--- config.mk ---
export PLATFORM = sky130hd
export DESIGN_NAME = boundary_scan_tap_controller
export DESIGN_NICKNAME = d
export VERILOG_FILES = /design/src/hdl/scan_port_pkg.sv /design/src/hdl/link_edge_finder.sv /design/src/hdl/boundary_scan_tap_controller.sv
export SDC_FILE = /design/constraint.sdc
export NUM_CORES = 1
export LEC_CHECK = 0
export ABC_AREA = 1
export ABC_CLOCK_PERIOD_IN_PS = 15950
export BUFFER_PORTS_ARGS = -buffer_cell sky130_fd_sc_hd__buf_2
export CORE_MARGIN = 4
export CORE_UTILIZATION = 40
export DETAILED_ROUTE_END_ITERATION = 10
export PLACE_DENSITY_LB_ADDON = 0.1
export REMOVE_ABC_BUFFERS = 1
export SYNTH_ARGS = -nofsm -noshare
export SYNTH_HDL_FRONTEND = slang
export SYNTH_HIERARCHICAL = 1
export SYNTH_SLANG_ARGS = --single-unit
export TNS_END_PERCENT = 10
--- constraint.sdc ---
create_clock -name clk -period 15.95 [get_ports clk]
set_input_delay 3.19 -clock clk [delete_from_list [all_inputs] [get_ports clk]]
set_output_delay 3.19 -clock clk [all_outputs]
set_load 0.01 [all_outputs]
--- src/hdl/scan_port_pkg.sv ---
// constants shared by the scan-port controller, its checker and its bench
// assumes a single 25 MHz system clock samples the test clock pin
package scan_port_pkg;
   localparam int          INSTR_WIDTH      = 8;
   localparam int          CELL_COUNT       = 48;
   localparam int          CONTROL_WIDTH    = 3;
   localparam int          IDENT_WIDTH      = 32;
   localparam logic [7:0]  INSTR_RESET      = 8'h81;
   localparam logic [7:0]  INSTR_CAPTURE    = 8'h81;
   localparam logic [2:0]  CONTROL_RESET    = 3'h2;
   localparam int          ENABLE_CELL_LOW  = 44;
   localparam int          ENABLE_CELL_HIGH = 47;
   // opcodes of the implemented instructions, bit 7 being parity
   localparam logic [6:0]  OP_EXTEST        = 7'h00;
   localparam logic [6:0]  OP_IDCODE        = 7'h01;
   localparam logic [6:0]  OP_SAMPLE        = 7'h02;
   localparam logic [6:0]  OP_RUNT          = 7'h09;
   localparam logic [6:0]  OP_CONTROL_SCAN  = 7'h0A;
   // identity value is arbitrary
   localparam logic [31:0] IDENT_DEFAULT    = 32'h0000_1001;
   localparam logic [2:0]  OPER_SIGNATURE   = 3'h2;
   localparam logic [2:0]  OPER_COUNT       = 3'h6;

   typedef enum logic [3:0] {
      TEST_LOGIC_RESET, RUN_IDLE, SELECT_DR, CAPTURE_DR, SHIFT_DR, EXIT1_DR,
      PAUSE_DR, EXIT2_DR, UPDATE_DR, SELECT_IR, CAPTURE_IR, SHIFT_IR,
      EXIT1_IR, PAUSE_IR, EXIT2_IR, UPDATE_IR
   } tap_state_t;

   typedef enum logic [1:0] {SEL_BOUNDARY, SEL_CONTROL, SEL_BYPASS, SEL_IDENT} data_sel_t;
endpackage

--- src/hdl/link_edge_finder.sv ---
// synchronises the test pins and reports test-clock edges
// assumes pins are asynchronous to clk; test clock well under clk/4
`timescale 1ns/1ps
module link_edge_finder (
   input  wire logic clk,
   input  wire logic rst,
   input  wire logic testClockPin,
   input  wire logic modeSelectPin,
   input  wire logic dataInPin,
   output logic      riseTick,
   output logic      fallTick,
   output logic      modeSelect,
   output logic      dataIn
);
   // ----------------------------------------
   // two-stage synchronisers
   // ----------------------------------------
   logic [2:0] meta;
   logic [2:0] sync;
   logic       clockLast;

   // pins idle high; resetting to that level keeps a false edge away
   always_ff @(posedge clk or posedge rst) begin
      if (rst) begin
         meta      <= 3'h7;
         sync      <= 3'h7;
         clockLast <= 1'b1;
      end else begin
         meta      <= {modeSelectPin, dataInPin, testClockPin};
         sync      <= meta;
         clockLast <= sync[0];
      end
   end

   // ----------------------------------------
   // edge pulses
   // ----------------------------------------
   assign riseTick   = sync[0] & ~clockLast;
   assign fallTick   = ~sync[0] & clockLast;
   assign modeSelect = sync[2];
   assign dataIn     = sync[1];
endmodule // link_edge_finder

--- src/hdl/boundary_scan_tap_controller.sv ---
// test access port controller with instruction and four data registers
// assumes the test clock runs far slower than clk and is sampled here
`timescale 1ns/1ps
module boundary_scan_tap_controller
   import scan_port_pkg::*;
#(
   parameter logic [31:0] IDENT_VALUE = scan_port_pkg::IDENT_DEFAULT
) (
   input  wire logic                                  clk,
   input  wire logic                                  rst,
   input  wire logic                                  testClock,
   input  wire logic                                  modeSelect,
   input  wire logic                                  testDataIn,
   input  wire logic [scan_port_pkg::CELL_COUNT-1:0]  pinSample,
   output logic                                       testDataOut,
   output logic                                       testDataOutEn,
   output logic                                       testMode,
   output logic [scan_port_pkg::CELL_COUNT-1:0]       cellDrive,
   output logic [scan_port_pkg::INSTR_WIDTH-1:0]      activeInstr,
   output logic [scan_port_pkg::CONTROL_WIDTH-1:0]    operation,
   output logic                                       parallelSignatureMode,
   output scan_port_pkg::tap_state_t                  tapState
);
   import scan_port_pkg::*;

   // ----------------------------------------
   // pin synchronisation and edges
   // ----------------------------------------
   logic rise;
   logic fall;
   logic tms;
   logic tdi;

   link_edge_finder edges (
      .clk           (clk),
      .rst           (rst),
      .testClockPin  (testClock),
      .modeSelectPin (modeSelect),
      .dataInPin     (testDataIn),
      .riseTick      (rise),
      .fallTick      (fall),
      .modeSelect    (tms),
      .dataIn        (tdi)
   );

   // ----------------------------------------
   // state machine
   // ----------------------------------------
   tap_state_t next_state;

   always_comb begin
      case (tapState)
         TEST_LOGIC_RESET: next_state = tms ? TEST_LOGIC_RESET : RUN_IDLE;
         RUN_IDLE:         next_state = tms ? SELECT_DR : RUN_IDLE;
         SELECT_DR:        next_state = tms ? SELECT_IR : CAPTURE_DR;
         CAPTURE_DR:       next_state = tms ? EXIT1_DR : SHIFT_DR;
         SHIFT_DR:         next_state = tms ? EXIT1_DR : SHIFT_DR;
         EXIT1_DR:         next_state = tms ? UPDATE_DR : PAUSE_DR;
         // pause holds until host moves on
         PAUSE_DR:         next_state = tms ? EXIT2_DR : PAUSE_DR;
         EXIT2_DR:         next_state = tms ? UPDATE_DR : SHIFT_DR;
         UPDATE_DR:        next_state = tms ? SELECT_DR : RUN_IDLE;
         SELECT_IR:        next_state = tms ? TEST_LOGIC_RESET : CAPTURE_IR;
         CAPTURE_IR:       next_state = tms ? EXIT1_IR : SHIFT_IR;
         SHIFT_IR:         next_state = tms ? EXIT1_IR : SHIFT_IR;
         EXIT1_IR:         next_state = tms ? UPDATE_IR : PAUSE_IR;
         PAUSE_IR:         next_state = tms ? EXIT2_IR : PAUSE_IR;
         EXIT2_IR:         next_state = tms ? UPDATE_IR : SHIFT_IR;
         UPDATE_IR:        next_state = tms ? SELECT_DR : RUN_IDLE;
         default:          next_state = TEST_LOGIC_RESET;
      endcase
   end

   // advance on test-clock rise only; power-up in reset state
   // the graph returns to reset within five high cycles
   always_ff @(posedge clk or posedge rst) begin
      if (rst) begin
         tapState <= TEST_LOGIC_RESET;
      end else if (rise) begin
         tapState <= next_state;
      end
   end

   // ----------------------------------------
   // instruction decode
   // ----------------------------------------
   logic [INSTR_WIDTH-1:0] instrShift;
   logic                   parityOk;
   logic [6:0]             opcode;
   data_sel_t              dataSel;
   logic                   isExtest;
   logic                   isRunt;
   logic                   isSample;

   // bad parity or unknown opcode falls back to bypass
   assign parityOk = ~(^activeInstr);
   assign opcode   = activeInstr[6:0];
   assign isExtest = parityOk && (opcode == OP_EXTEST);
   assign isSample = parityOk && (opcode == OP_SAMPLE);
   assign isRunt   = parityOk && (opcode == OP_RUNT);
   assign dataSel  = (isExtest || isSample)                      ? SEL_BOUNDARY :
                     (parityOk && opcode == OP_IDCODE)           ? SEL_IDENT :
                     (parityOk && opcode == OP_CONTROL_SCAN)     ? SEL_CONTROL :
                                                                   SEL_BYPASS;

   // ----------------------------------------
   // per-state strobes
   // ----------------------------------------
   logic resetRise;
   logic resetFall;
   logic captureDrRise;
   logic captureIrRise;
   logic shiftDrRise;
   logic shiftIrRise;
   logic updateDrFall;
   logic updateIrFall;

   // one-clk strobes keep the register processes below short
   assign resetRise     = rise && (tapState == TEST_LOGIC_RESET);
   assign resetFall     = fall && (tapState == TEST_LOGIC_RESET);
   assign captureDrRise = rise && (tapState == CAPTURE_DR);
   assign captureIrRise = rise && (tapState == CAPTURE_IR);
   assign shiftDrRise   = rise && (tapState == SHIFT_DR);
   assign shiftIrRise   = rise && (tapState == SHIFT_IR);
   assign updateDrFall  = fall && (tapState == UPDATE_DR);
   assign updateIrFall  = fall && (tapState == UPDATE_IR);

   // ----------------------------------------
   // data and instruction shift stages
   // ----------------------------------------
   logic [CELL_COUNT-1:0]    cellShift;
   logic [CONTROL_WIDTH-1:0] controlShift;
   logic                     bypassShift;
   logic [IDENT_WIDTH-1:0]   identShift;
   logic                     inShiftDr;
   logic                     inShiftIr;
   logic                     selectedLsb;
   logic                     runOperation;
   logic [CELL_COUNT-1:0]    next_cells;

   assign inShiftDr = (tapState == SHIFT_DR);
   assign inShiftIr = (tapState == SHIFT_IR);
   // exactly one register in the path
   assign selectedLsb = inShiftIr                  ? instrShift[0] :
                        (dataSel == SEL_BOUNDARY)  ? cellShift[0] :
                        (dataSel == SEL_CONTROL)   ? controlShift[0] :
                        (dataSel == SEL_IDENT)     ? identShift[0] :
                                                     bypassShift;
   // operation only while idling under the run instruction
   assign runOperation = isRunt && (tapState == RUN_IDLE);
   // signature folds pins into cells; count increments cells
   // the count wraps past all ones with no carry reported
   assign next_cells = (operation == OPER_SIGNATURE) ?
                       ({cellShift[CELL_COUNT-2:0], ^cellShift} ^ pinSample) :
                       (operation == OPER_COUNT) ?
                       (cellShift + CELL_COUNT'(1)) : cellShift;

   always_ff @(posedge clk or posedge rst) begin
      if (rst) begin
         instrShift <= INSTR_RESET;
      end else if (captureIrRise) begin
         instrShift <= INSTR_CAPTURE;
      end else if (shiftIrRise) begin
         instrShift <= {tdi, instrShift[INSTR_WIDTH-1:1]};
      end
   end

   always_ff @(posedge clk or posedge rst) begin
      if (rst) begin
         cellShift <= {CELL_COUNT{1'b1}};
      end else if (resetRise) begin
         cellShift[ENABLE_CELL_HIGH:ENABLE_CELL_LOW] <= 4'hF;
      end else if (captureDrRise && dataSel == SEL_BOUNDARY) begin
         cellShift <= pinSample;
      end else if (shiftDrRise && dataSel == SEL_BOUNDARY) begin
         cellShift <= {tdi, cellShift[CELL_COUNT-1:1]};
      end else if (rise && runOperation) begin
         cellShift <= next_cells;
      end
   end

   always_ff @(posedge clk or posedge rst) begin
      if (rst) begin
         controlShift <= CONTROL_RESET;
      end else if (resetRise) begin
         controlShift <= CONTROL_RESET;
      end else if (shiftDrRise && dataSel == SEL_CONTROL) begin
         // capture leaves the control stage untouched
         controlShift <= {tdi, controlShift[CONTROL_WIDTH-1:1]};
      end
   end

   always_ff @(posedge clk or posedge rst) begin
      if (rst) begin
         bypassShift <= 1'b0;
      end else if (captureDrRise) begin
         bypassShift <= 1'b0;
      end else if (shiftDrRise && dataSel == SEL_BYPASS) begin
         bypassShift <= tdi;
      end
   end

   always_ff @(posedge clk or posedge rst) begin
      if (rst) begin
         identShift <= IDENT_VALUE;
      end else if (captureDrRise) begin
         identShift <= IDENT_VALUE;
      end else if (shiftDrRise && dataSel == SEL_IDENT) begin
         identShift <= {tdi, identShift[IDENT_WIDTH-1:1]};
      end
   end

   // ----------------------------------------
   // falling-edge outputs and shadow latches
   // ----------------------------------------
   logic next_testMode;
   logic next_signatureMode;
   logic driveOut;

   // test mode only under test opcodes, never in the reset state
   assign next_testMode      = (tapState != TEST_LOGIC_RESET) && (isExtest || isRunt);
   // flag drops at the first fall after idle is left
   assign next_signatureMode = runOperation && (operation == OPER_SIGNATURE);
   // drive only in shift; the exit states float it again
   assign driveOut           = inShiftDr || inShiftIr;

   // every output except tapState moves on a falling edge only
   always_ff @(posedge clk or posedge rst) begin
      if (rst) begin
         testDataOut   <= 1'b0;
         testDataOutEn <= 1'b0;
      end else if (fall) begin
         // drive lsb in shift; float elsewhere
         testDataOut   <= selectedLsb;
         testDataOutEn <= driveOut;
      end
   end

   always_ff @(posedge clk or posedge rst) begin
      if (rst) begin
         activeInstr <= INSTR_RESET;
      end else if (resetFall) begin
         activeInstr <= INSTR_RESET;
      end else if (updateIrFall) begin
         activeInstr <= instrShift;
      end
   end

   always_ff @(posedge clk or posedge rst) begin
      if (rst) begin
         operation <= CONTROL_RESET;
         cellDrive <= {CELL_COUNT{1'b1}};
      end else if (resetFall) begin
         operation <= CONTROL_RESET;
         cellDrive[ENABLE_CELL_HIGH:ENABLE_CELL_LOW] <= 4'hF;
      end else if (updateDrFall) begin
         if (dataSel == SEL_CONTROL) begin
            operation <= controlShift;
         end
         if (dataSel == SEL_BOUNDARY) begin
            cellDrive <= cellShift;
         end
      end
   end

   // test mode only leaves the transceiver disturbed under test opcodes
   always_ff @(posedge clk or posedge rst) begin
      if (rst) begin
         testMode              <= 1'b0;
         parallelSignatureMode <= 1'b0;
      end else if (fall) begin
         testMode              <= next_testMode;
         parallelSignatureMode <= next_signatureMode;
      end
   end
endmodule // boundary_scan_tap_controller

==> results.tsv, run 1 <==
stage	metric	value	unit
run_status	status	finished clean	
timing	whs	0.358	ns
worst_hold_path	worstHoldPathType	flop to flop	
power_and_ir_drop	power.leakage	0.00650	uW
timing	worst_slack	11.47	ns
final_layout	area_growth	12.7	%
synthesis	synth_area_leaders	dfstp_2 (27%), nand2_1 (15%), dfrtp_1 (13%)	
clock_tree	h-tree-depth	4	
power_and_ir_drop	p_switching	1140	uW
die	initial_core_util	40.5	%
timing	fin_crit_sh	28.1	%
timing	setup_tns	0	ns
final_layout	drive_gt1_share	18.6	%
synthesis	syn-instance-count	1522	
clock_tree	clock_sinks	166	
flow_run	max-cap-violations	0	
global_route	grt_pass1_vias	9739	
placement	place_hpwl	22800	um
critical_path	cp_top_family	flip-flops	
clock_tree	clkSlewWorstSetupHoldPaths	0.07	ns
critical_path	cp_max_fo	13	
timing	setup_violations	0	
drt	dr.pass1.iters	5	
power_and_ir_drop	vdd_ir_drop_max	106	uV
timing	relSlewSlack	24.1	%
power_and_ir_drop	switching_share	49.4	%
final_layout	final_common_cell	nand2_1	
clock_tree	cts_root_buffer	clkbuf_16	
die	fp-row-count	60	
critical_path	critical_path.slowest_cell	dfrtp_1	
critical_path	crit_type	flop to primary output	
synthesis	ys.flop_type	dfstp_2	
global_route	grt_max_degree	95	
synthesis	synth_enable_flop_cells	0	
clock_tree	ctsResizeCount	0	
clock_tree	cts_buffers	17	
global_route	grt_overflow_total	0	
die	die_area	29800	um2
clock_tree	cts_tree	built	
critical_path	cp-start-kind	flop	
synthesis	synth_seq_cells	166	
final_layout	antennaDiodeCount	0	
clock_tree	cts_hold_buf	0	
drt	drc	0	
final_layout	fin_nets	1691	
synthesis	seq_area_frac_synth	39.6	%
global_route	grt_first_pass_wirelength	52900	um
drt	drt_iter0_drc	708	
critical_path	critPathBufInv	1	
die	die_h	173	um
global_route	antenna_found_initial	0	
synthesis	synthArstFlopShare	100	%
critical_path	arrival	1.29	ns
die	core	26800	um2
power_and_ir_drop	pwr-share-clk	18.8	%
power_and_ir_drop	p_total	2310	uW
timing	fmax	223	MHz
power_and_ir_drop	internal_power	1170	uW
timing	final_hold_viol_count	0	
timing	rsz0062_at_grt	no	
power_and_ir_drop	p_per_area	188	nW/um2
clock_tree	cts_setup_buffers	0	
critical_path	path_cells	buf_2	
clock_tree	clock_path_buffers	2	
timing	slew_viol_final	0	
critical_path	endpoint_kind	primary output	
synthesis	synth.largest_area_cell	dfstp_2	
global_route	track_usage	21.7	%
synthesis	ys_warn_count	6	
placement	dp_slack	11.03	ns
critical_path	cp.required	12.76	ns
clock_tree	clkLatencyLatePin	0.43	ns
power_and_ir_drop	power_frac_comb	55.3	%
synthesis	postSynthAreaPerCell	7.13	um2
timing	post-route-min-period	4.48	ns
final_layout	stdcell_count	1963	
placement	gp_congestion	0.908	
drt	vias_per_cell	5.11	
drt	finalWirelength	32300	um
timing	fin_skew	0.0112	ns
power_and_ir_drop	p_seq_share	25.9	%
synthesis	syn-cell-area	10900	um2
drt	vias	10000	
placement	dp.cells	1931	
synthesis	synth_top_area_share	26.9	%
critical_path	cp_slowest_stage_delay	0.63	ns
die	die_x	173	um
final_layout	layout_common_cells	nand2_1 (427), inv_1 (191), nor2_1 (162), nand3_1 (131), buf_2 (119)	
placement	port_buffers	119	
die	io_pins	120	
drt	ant_nets	0	
drt	wire_per_inst	16.4	um
timing	worst_pin_slew	1.13	ns
synthesis	synth.distinct_cells	43	
-- per-stage QoR --
stage,utilization [%],cell area [um2]
4_1_cts,45.6,12200
3_5_place_dp,43.4,11600
6_report,45.6,12200
3_3_place_gp,43.4,11600
5_1_grt,45.6,12200
2_1_floorplan,-,10600
-- routing by layer --
metal	wire length, um	global-route usage, %	vias to the layer above
met1	15100	30.1	4665
met4	687	6.19	0
met2	15000	35.6	252
met5	0	0	-
met3	1450	3.19	37
li1	-	-	5070
-- layout make-up --
type,count,area (um2)
Timing Repair Buffer,126,648
Fill cell,2828,14600
Multi-Input combinational cell,1102,5530
Clock buffer,18,429
Tap cell,341,427
Inverter,196,741
Clock inverter,14,168
Sequential cell,166,4290
-- power by group through the flow --
stage	sequential [uW]	combinational (uW)	clock [uW]
global placement	604	1260	0
global route	610	1430	461
finish	598	1270	434
detailed placement	605	1270	0
floorplan	587	897	0
CTS	599	1270	444
-- state kept, by name, indices dropped and copies added, names as in the netlist, 3 cells and up --
| signal | count |
|---|---|
| cellDrive | 48 |
| cellShift | 48 |
| identShift | 32 |
| activeInstr | 8 |
| instrShift | 8 |
| tapState | 4 |
| controlShift | 3 |
| edges/meta | 3 |
| edges/sync | 3 |
| operation | 3 |
-- final timing paths --
path | startpoint | endpoint | slack (ns) | cells past startpoint
setup / recovery | tapState[0] | tapState[0] | 11.47 | 1
hold / removal | edges/meta[1] | edges/sync[1] | 0.36 | 0
setup reg to reg | activeInstr[0] | identShift[31] | 11.60 | 8
hold reg to reg | edges/meta[1] | edges/sync[1] | 0.36 | 0
max in group asynchronous | rst | controlShift[2] | 11.62 | 3
min in group asynchronous | rst | instrShift[1] | 2.92 | 2
-- kinds of logic (layout without fill, tap and decap cells) --
family / after synthesis / in the layout / synth area share [%]
fa+ha+maj: 29 / 29 / 3.34
flops: 166 / 166 / 39.6
buf+inv: 254 / 354 / 9.58
xor+xnor: 65 / 65 / 5.38
compound gates: 227 / 227 / 11.9
simple gates: 775 / 775 / 29.6
mux: 6 / 6 / 0.622
-- cells in the mapped netlist (all sizes together), types with 2 or more instances --
master,number
o22a,2
inv,195
nand3,134
dfrtp,55
clkbuf,28
nor3,14
buf,30
or2,8
xnor2,26
o211ai,20
nand4,24
a21oi,27
o22ai,38
ha,29
dfstp,111
mux2,6
nor2,163
o21ai,128
xor2,39
nand2,430
a31oi,5
No activity file was read; power rests on OpenSTA's default activity.
==> inputs of run 2 (changes only) <==
- ABC_CLOCK_PERIOD_IN_PS: 15950 -> 3650
- clock period: 15.95 -> 3.65 ns (I/O delays scaled with it)
==> run 2 against run 1 <==
  * Global-route usage down 0.34 points
  * Register-to-register slack got worse by 11 ns
  * Via count barely moved
  * Routed wire length is 0.33% lower
  * Final cell count rose by 0.51%
  * Largest power group unchanged
==> results.tsv, run 2 (synthesized netlist as in run 1, its figures left out) <==
stage	metric	value	unit	change
placement	port_buffers	119		unchanged
power_and_ir_drop	power_frac_comb	55.6	%	was 55.3%
clock_tree	cts_hold_buf	0		unchanged
power_and_ir_drop	p_switching	5020	uW	was 1140 uW
final_layout	reg_top3	cellDrive x48, cellShift x48, identShift x32		unchanged
drt	wire_per_inst	16.3	um	was 16.4 um
global_route	grt_pass1_vias	9792		was 9739
drt	vias_per_cell	5.08		was 5.11
final_layout	layout_common_cells	nand2_1 (427), inv_1 (192), nor2_1 (162), nand3_1 (131), buf_2 (119)		was nand2_1 (427), inv_1 (191), nor2_1 (162), nand3_1 (131), buf_2 (119)
clock_tree	ctsResizeCount	0		unchanged
die	die_area	29800	um2	unchanged
die	die_x	173	um	unchanged
die	io_pins	120		unchanged
die	fp-row-count	60		unchanged
critical_path	cp-start-kind	flop		unchanged
timing	relSlewSlack	43.9	%	was 24.1%
die	initial_core_util	40.5	%	unchanged
final_layout	final_common_cell	nand2_1		unchanged
critical_path	endpoint_kind	flop		was primary output
power_and_ir_drop	switching_share	50.2	%	was 49.4%
timing	worst_pin_slew	0.842	ns	was 1.13 ns
clock_tree	clkSlewWorstSetupHoldPaths	0.08	ns	was 0.07 ns
clock_tree	cts_tree	built		unchanged
timing	slew_viol_final	0		unchanged
global_route	antenna_found_initial	3		was 0
final_layout	fin_nets	1700		was 1691
clock_tree	h-tree-depth	4		unchanged
timing	fin_skew	0.0171	ns	was 0.0112 ns
power_and_ir_drop	internal_power	4990	uW	was 1170 uW
global_route	grt_first_pass_wirelength	52200	um	was 52900 um
power_and_ir_drop	vdd_ir_drop_max	414	uV	was 106 uV
critical_path	rrSetupSlack	0.60	ns	was 11.60 ns
global_route	grt_max_degree	89		was 95
timing	final_hold_viol_count	0		unchanged
critical_path	r2r-start	activeInstr[0]		unchanged
final_layout	drive_gt1_share	19.0	%	was 18.6%
critical_path	r2r-end	cellShift[44]		was identShift[31]
drt	dr.pass1.iters	6		was 5
flow_run	max-cap-violations	0		unchanged
drt	ant_nets	0		unchanged
drt	drt_iter0_drc	733		was 708
power_and_ir_drop	p_seq_share	26.1	%	was 25.9%
global_route	track_usage	21.4	%	was 21.7%
drt	finalWirelength	32200	um	was 32300 um
power_and_ir_drop	p_total	10000	uW	was 2310 uW
placement	place_hpwl	23000	um	was 22800 um
drt	drc	0		unchanged
final_layout	area_growth	13.5	%	was 12.7%
power_and_ir_drop	pwr-share-clk	18.3	%	was 18.8%
critical_path	cp_max_fo	41		was 13
clock_tree	clock_path_buffers	2		unchanged
power_and_ir_drop	p_per_area	813	nW/um2	was 188 nW/um2
run_status	status	finished clean		unchanged
timing	fmax	327	MHz	
clock_tree	clock_sinks	166		unchanged
drt	vias	10000		about the same
clock_tree	cts_setup_buffers	0		unchanged
timing	setup_violations	0		unchanged
critical_path	arrival	3.42	ns	was 1.29 ns
clock_tree	cts_buffers	17		unchanged
power_and_ir_drop	power.leakage	0.00656	uW	was 0.00650 uW
timing	fin_crit_sh	83.7	%	
placement	gp_congestion	0.878		was 0.908
clock_tree	cts_root_buffer	clkbuf_16		unchanged
critical_path	reg2reg_depth	12		was 8
timing	post-route-min-period	3.05	ns	
critical_path	cp.required	4.01	ns	was 12.76 ns
timing	whs	0.251	ns	was 0.358 ns
clock_tree	clkLatencyLatePin	0.44	ns	was 0.43 ns
global_route	grt_overflow_total	0		unchanged
die	core	26800	um2	unchanged
timing	rsz0062_at_grt	no		unchanged
die	die_h	173	um	unchanged
critical_path	crit_type	flop to flop		was flop to primary output
worst_hold_path	worstHoldPathType	primary input to async pin		was flop to flop
[run 2: changes by cell type in the layout (fill, tap and decap cells not counted), sizes merged]
cell      change
clkinvlp      -1
diode         +1
clkinv        +4
buf           +9
bufinv        -2
clkbuf        -1
[run 2: how the worst max path moves through the flow]
stage / start / endpoint / slack (ns) / cells after the start
final: activeInstr[0] / cellShift[44] / 0.60 / 12
after global routing: activeInstr[0] / cellShift[23] / 0.31 / 13
after CTS: activeInstr[0] / cellShift[44] / 0.56 / 12
after detailed placement: activeInstr[0] / cellShift[44] / 0.58 / 12
after global placement: activeInstr[0] / cellShift[10] / 0.72 / 11
after floorplan: rst / activeInstr[1] / -1.20 / 1
[run 2: worst max-delay path, stage by stage (launching register included)]
cell      delay (ns)
dfstp_2         0.55
inv_1           0.07
ha_1            0.30
xor2_1          0.21
xor2_2          0.24
inv_1           0.06
nand2_1         0.07
a21boi_2        0.07
o21ai_1         0.36
nand2_2         0.11
inv_2           0.63
nor2_1          0.08
a21oi_1         0.19
[run 2: layout make-up]
class / instances / area [um2]
fillers: 2767 / 14500
diodes: 1 / 2.50
clock inverters: 15 / 161
well taps: 341 / 427
repair buffers: 135 / 741
flip-flops and latches: 166 / 4290
inverters: 196 / 741
clock buffers: 17 / 425
multi-input cells: 1102 / 5530
[run 2: metrics by stage]
stage | cells | area, um2 | util [%] | worst slack, ns | setup TNS (ns)
after floorplan | 1464 | 10600 | - | -1.20 | -83.72
after global placement | 1940 | 11700 | 43.8 | 0.716 | 0
after detailed placement | 1940 | 11700 | 43.8 | 0.576 | 0
after CTS | 1972 | 12300 | 45.9 | 0.557 | 0
after global routing | 1972 | 12300 | 45.9 | 0.312 | 0
final | 1973 | 12300 | 46.0 | 0.595 | 0
[run 2: routing by layer]
| metal | up-vias | GRT usage [%] | routed length, um | part of all wire (%) |
|---|---|---|---|---|
| met4 | 6 | 5.59 | 578 | 1.8 |
| met2 | 209 | 36.3 | 15100 | 47 |
| met1 | 4683 | 28.1 | 15000 | 47 |
| met5 | - | 0 | 40 | 0.12 |
| li1 | 5094 | - | - | - |
| met3 | 39 | 4.20 | 1450 | 4.5 |
[run 2: power by group through the flow]
stage / clock network (uW) / logic (uW) / registers, uW
final: 1840 / 5560 / 2610
after global routing: 1960 / 6260 / 2660
after CTS: 1880 / 5560 / 2610
after detailed placement: 0 / 5520 / 2640
after global placement: 0 / 5490 / 2640
after floorplan: 0 / 3920 / 2560
==> inputs of run 3 (changes only) <==
- ABC_CLOCK_PERIOD_IN_PS: 3650 -> 2800
- clock period: 3.65 -> 2.8 ns (I/O delays scaled with it)
==> run 3 against run 2 <==
  * Largest power group unchanged
  * Fmax grew 16%
  * Highest routed layer unchanged
  * Sequential cell count is the same
  * Setup slack lost 0.44 ns
  * First-iteration DRC count shrank 2.9%
  * Sequential power grew 30%
  * Utilization grew 1.0 points
  * Critical path depth is the same
  * Die area is the same
  * Largest cell class unchanged
  * Power grew 33%
==> results.tsv, run 3 (synthesized netlist as in run 1, its figures left out) <==
stage	metric	value	unit	change
run_status	status	finished clean		unchanged
clock_tree	cts_hold_buf	0		unchanged
critical_path	rrSetupSlack	0.16	ns	was 0.60 ns
critical_path	crit_cells	12		unchanged
timing	setup_violations	0		unchanged
global_route	grt_use_met2	35.5	%	was 36.3%
global_route	grt_overflow_total	0		unchanged
global_route	grt_first_pass_wirelength	52600	um	was 52200 um
critical_path	critical_path.endpoint	cellShift[3]		was cellShift[44]
final_layout	reg_top3	cellDrive x48, cellShift x48, identShift x32		unchanged
global_route	met1_usage	29.3	%	was 28.1%
timing	slew_viol_final	0		unchanged
timing	fmax	378	MHz	was 327 MHz
final_layout	fin_nets	1722		was 1700
clock_tree	clock_path_buffers	2		unchanged
drt	ant_nets	0		unchanged
power_and_ir_drop	switching_share	49.2	%	was 50.2%
final_layout	drive_gt1_share	20.1	%	was 19.0%
critical_path	cp.required	3.16	ns	was 4.01 ns
final_layout	layout_common_cells	nand2_1 (427), inv_1 (192), nor2_1 (162), nand3_1 (131), buf_2 (119)		unchanged
global_route	track_usage	21.4	%	about the same
drt	dr.pass1.iters	5		was 6
clock_tree	clkLatencyLatePin	0.44	ns	about the same
clock_tree	clock_sinks	166		unchanged
timing	worst_pin_slew	0.793	ns	was 0.842 ns
critical_path	endpoint_kind	flop		unchanged
clock_tree	cts_buffers	17		unchanged
critical_path	cp-startpoint	activeInstr[0]		unchanged
placement	gp_congestion	0.924		was 0.878
timing	post-route-min-period	2.64	ns	was 3.05 ns
timing	fin_skew	0.0111	ns	was 0.0171 ns
drt	vias	10100		was 10000
power_and_ir_drop	power.leakage	0.00670	uW	was 0.00656 uW
final_layout	finalInstanceArea	12600	um2	was 12300 um2
critical_path	cp_top_family	buffers and inverters		unchanged
power_and_ir_drop	power_frac_comb	56.5	%	was 55.6%
critical_path	crit_type	flop to flop		unchanged
critical_path	arrival	3.00	ns	was 3.42 ns
critical_path	cp_max_fo	27		was 41
power_and_ir_drop	vdd_ir_drop_max	574	uV	was 414 uV
placement	place_hpwl	23500	um	was 23000 um
global_route	grt_pass1_vias	9937		was 9792
critical_path	critical_path.slowest_cell	dfstp_2		was inv_2
power_and_ir_drop	p_switching	6560	uW	was 5020 uW
critical_path	path_cells	inv_1 -> ha_1 -> xor2_2 -> xor2_2 -> xor2_2 -> buf_4 -> buf_4 -> nand4_2 -> o21ai_4 -> buf_12 -> nand3_1 -> o21ai_1		was inv_1 -> ha_1 -> xor2_1 -> xor2_2 -> inv_1 -> nand2_1 -> a21boi_2 -> o21ai_1 -> nand2_2 -> inv_2 -> nor2_1 -> a21oi_1
die	die_h	173	um	unchanged
critical_path	cp-start-kind	flop		unchanged
timing	fin_crit_sh	94.4	%	was 83.7%
placement	place_area	12000	um2	was 11700 um2
critical_path	r2r-start	activeInstr[0]		unchanged
power_and_ir_drop	p_per_area	1060	nW/um2	was 813 nW/um2
drt	vias_per_cell	5.08		about the same
flow_run	max-cap-violations	0		unchanged
global_route	grt_max_degree	61		was 89
power_and_ir_drop	p_seq_share	25.5	%	was 26.1%
timing	final_hold_viol_count	0		unchanged
critical_path	worst_path_most_repeated_cell	xor2_2		was inv_1
die	core	26800	um2	unchanged
drt	drt_iter0_drc	712		was 733
power_and_ir_drop	internal_power	6760	uW	was 4990 uW
final_layout	fin_util	47.0	%	was 46.0%
critical_path	critPathBufInv	4		was 3
global_route	globalRouteMet3Util	3.45	%	was 4.20%
final_layout	final_common_cell	nand2_1		unchanged
drt	wire_per_inst	16.1	um	was 16.3 um
die	die_x	173	um	unchanged
clock_tree	clkSlewWorstSetupHoldPaths	0.08	ns	about the same
die	die_area	29800	um2	unchanged
worst_hold_path	worstHoldPathType	primary input to async pin		unchanged
critical_path	r2r-end	cellShift[3]		was cellShift[44]
drt	finalWirelength	32100	um	was 32200 um
critical_path	reg2reg_depth	12		unchanged
die	fp-row-count	60		unchanged
clock_tree	cts_tree	built		unchanged
global_route	busiest_layer	met2		unchanged
die	io_pins	120		unchanged
final_layout	area_growth	15.9	%	was 13.5%
final_layout	antennaDiodeCount	0		was 1
clock_tree	h-tree-depth	4		unchanged
power_and_ir_drop	pwr-share-clk	18.1	%	was 18.3%
die	initial_core_util	40.5	%	unchanged
timing	setup_tns	0	ns	unchanged
critical_path	cp_slowest_stage_delay	0.54	ns	was 0.63 ns
drt	drc	0		unchanged
placement	port_buffers	119		unchanged
global_route	antenna_found_initial	3		unchanged
clock_tree	cts_root_buffer	clkbuf_16		unchanged
timing	relSlewSlack	46.9	%	was 43.9%
-- run 3: metrics by stage --
| stage | setup WS, ns | std cells | hold WS [ns] | power [uW] |
|---|---|---|---|---|
| floorplan | -1.88 | 1464 | 0.345 | 8450 |
| global placement | 0.0957 | 1960 | 0.346 | 10900 |
| detailed placement | 0.0679 | 1960 | 0.347 | 10900 |
| CTS | 0.0488 | 1992 | 0.191 | 13400 |
| global route | -0.0307 | 1994 | 0.195 | 14500 |
| finish | 0.157 | 1994 | 0.179 | 13300 |
-- run 3: worst min-delay path by stage --
stage / from / end / slack (ns)
floorplan: edges/meta[0] / edges/sync[0] / 0.35
finish: rst / instrShift[2] / 0.18
detailed placement: edges/meta[1] / edges/sync[1] / 0.35
global placement: edges/meta[2] / edges/sync[2] / 0.35
global route: modeSelect / edges/meta[2] / 0.19
CTS: rst / instrShift[1] / 0.19
-- run 3: metal layers --
layer,part of all wire (%),up-vias,wire (um)
li1,-,5132,-
met1,47,4767,15100
met2,47,186,15200
met3,4.0,40,1280
met4,1.8,6,583
met5,0.087,-,28
-- run 3: final cells by class --
cell class                      instances  area [um2]
Timing Repair Buffer                  157         992
Clock buffer                           17         425
Sequential cell                       166        4290
Multi-Input combinational cell       1102        5540
Inverter                              196         743
Fill cell                            2760       14200
Clock inverter                         15         163
Tap cell                              341         427
-- run 3: what timing repair did --
item,4_1_cts,5_1_grt
endpoints found under the setup margin,0,50
resized for setup,0,7
buffers inserted,0,2
-- run 3: power by group through the flow --
stage,logic (uW),registers (uW),clock network (uW)
2_1_floorplan,5110,3340,0
3_3_place_gp,7460,3430,0
3_5_place_dp,7480,3430,0
4_1_cts,7530,3390,2460
5_1_grt,8470,3460,2560
6_report,7520,3390,2410
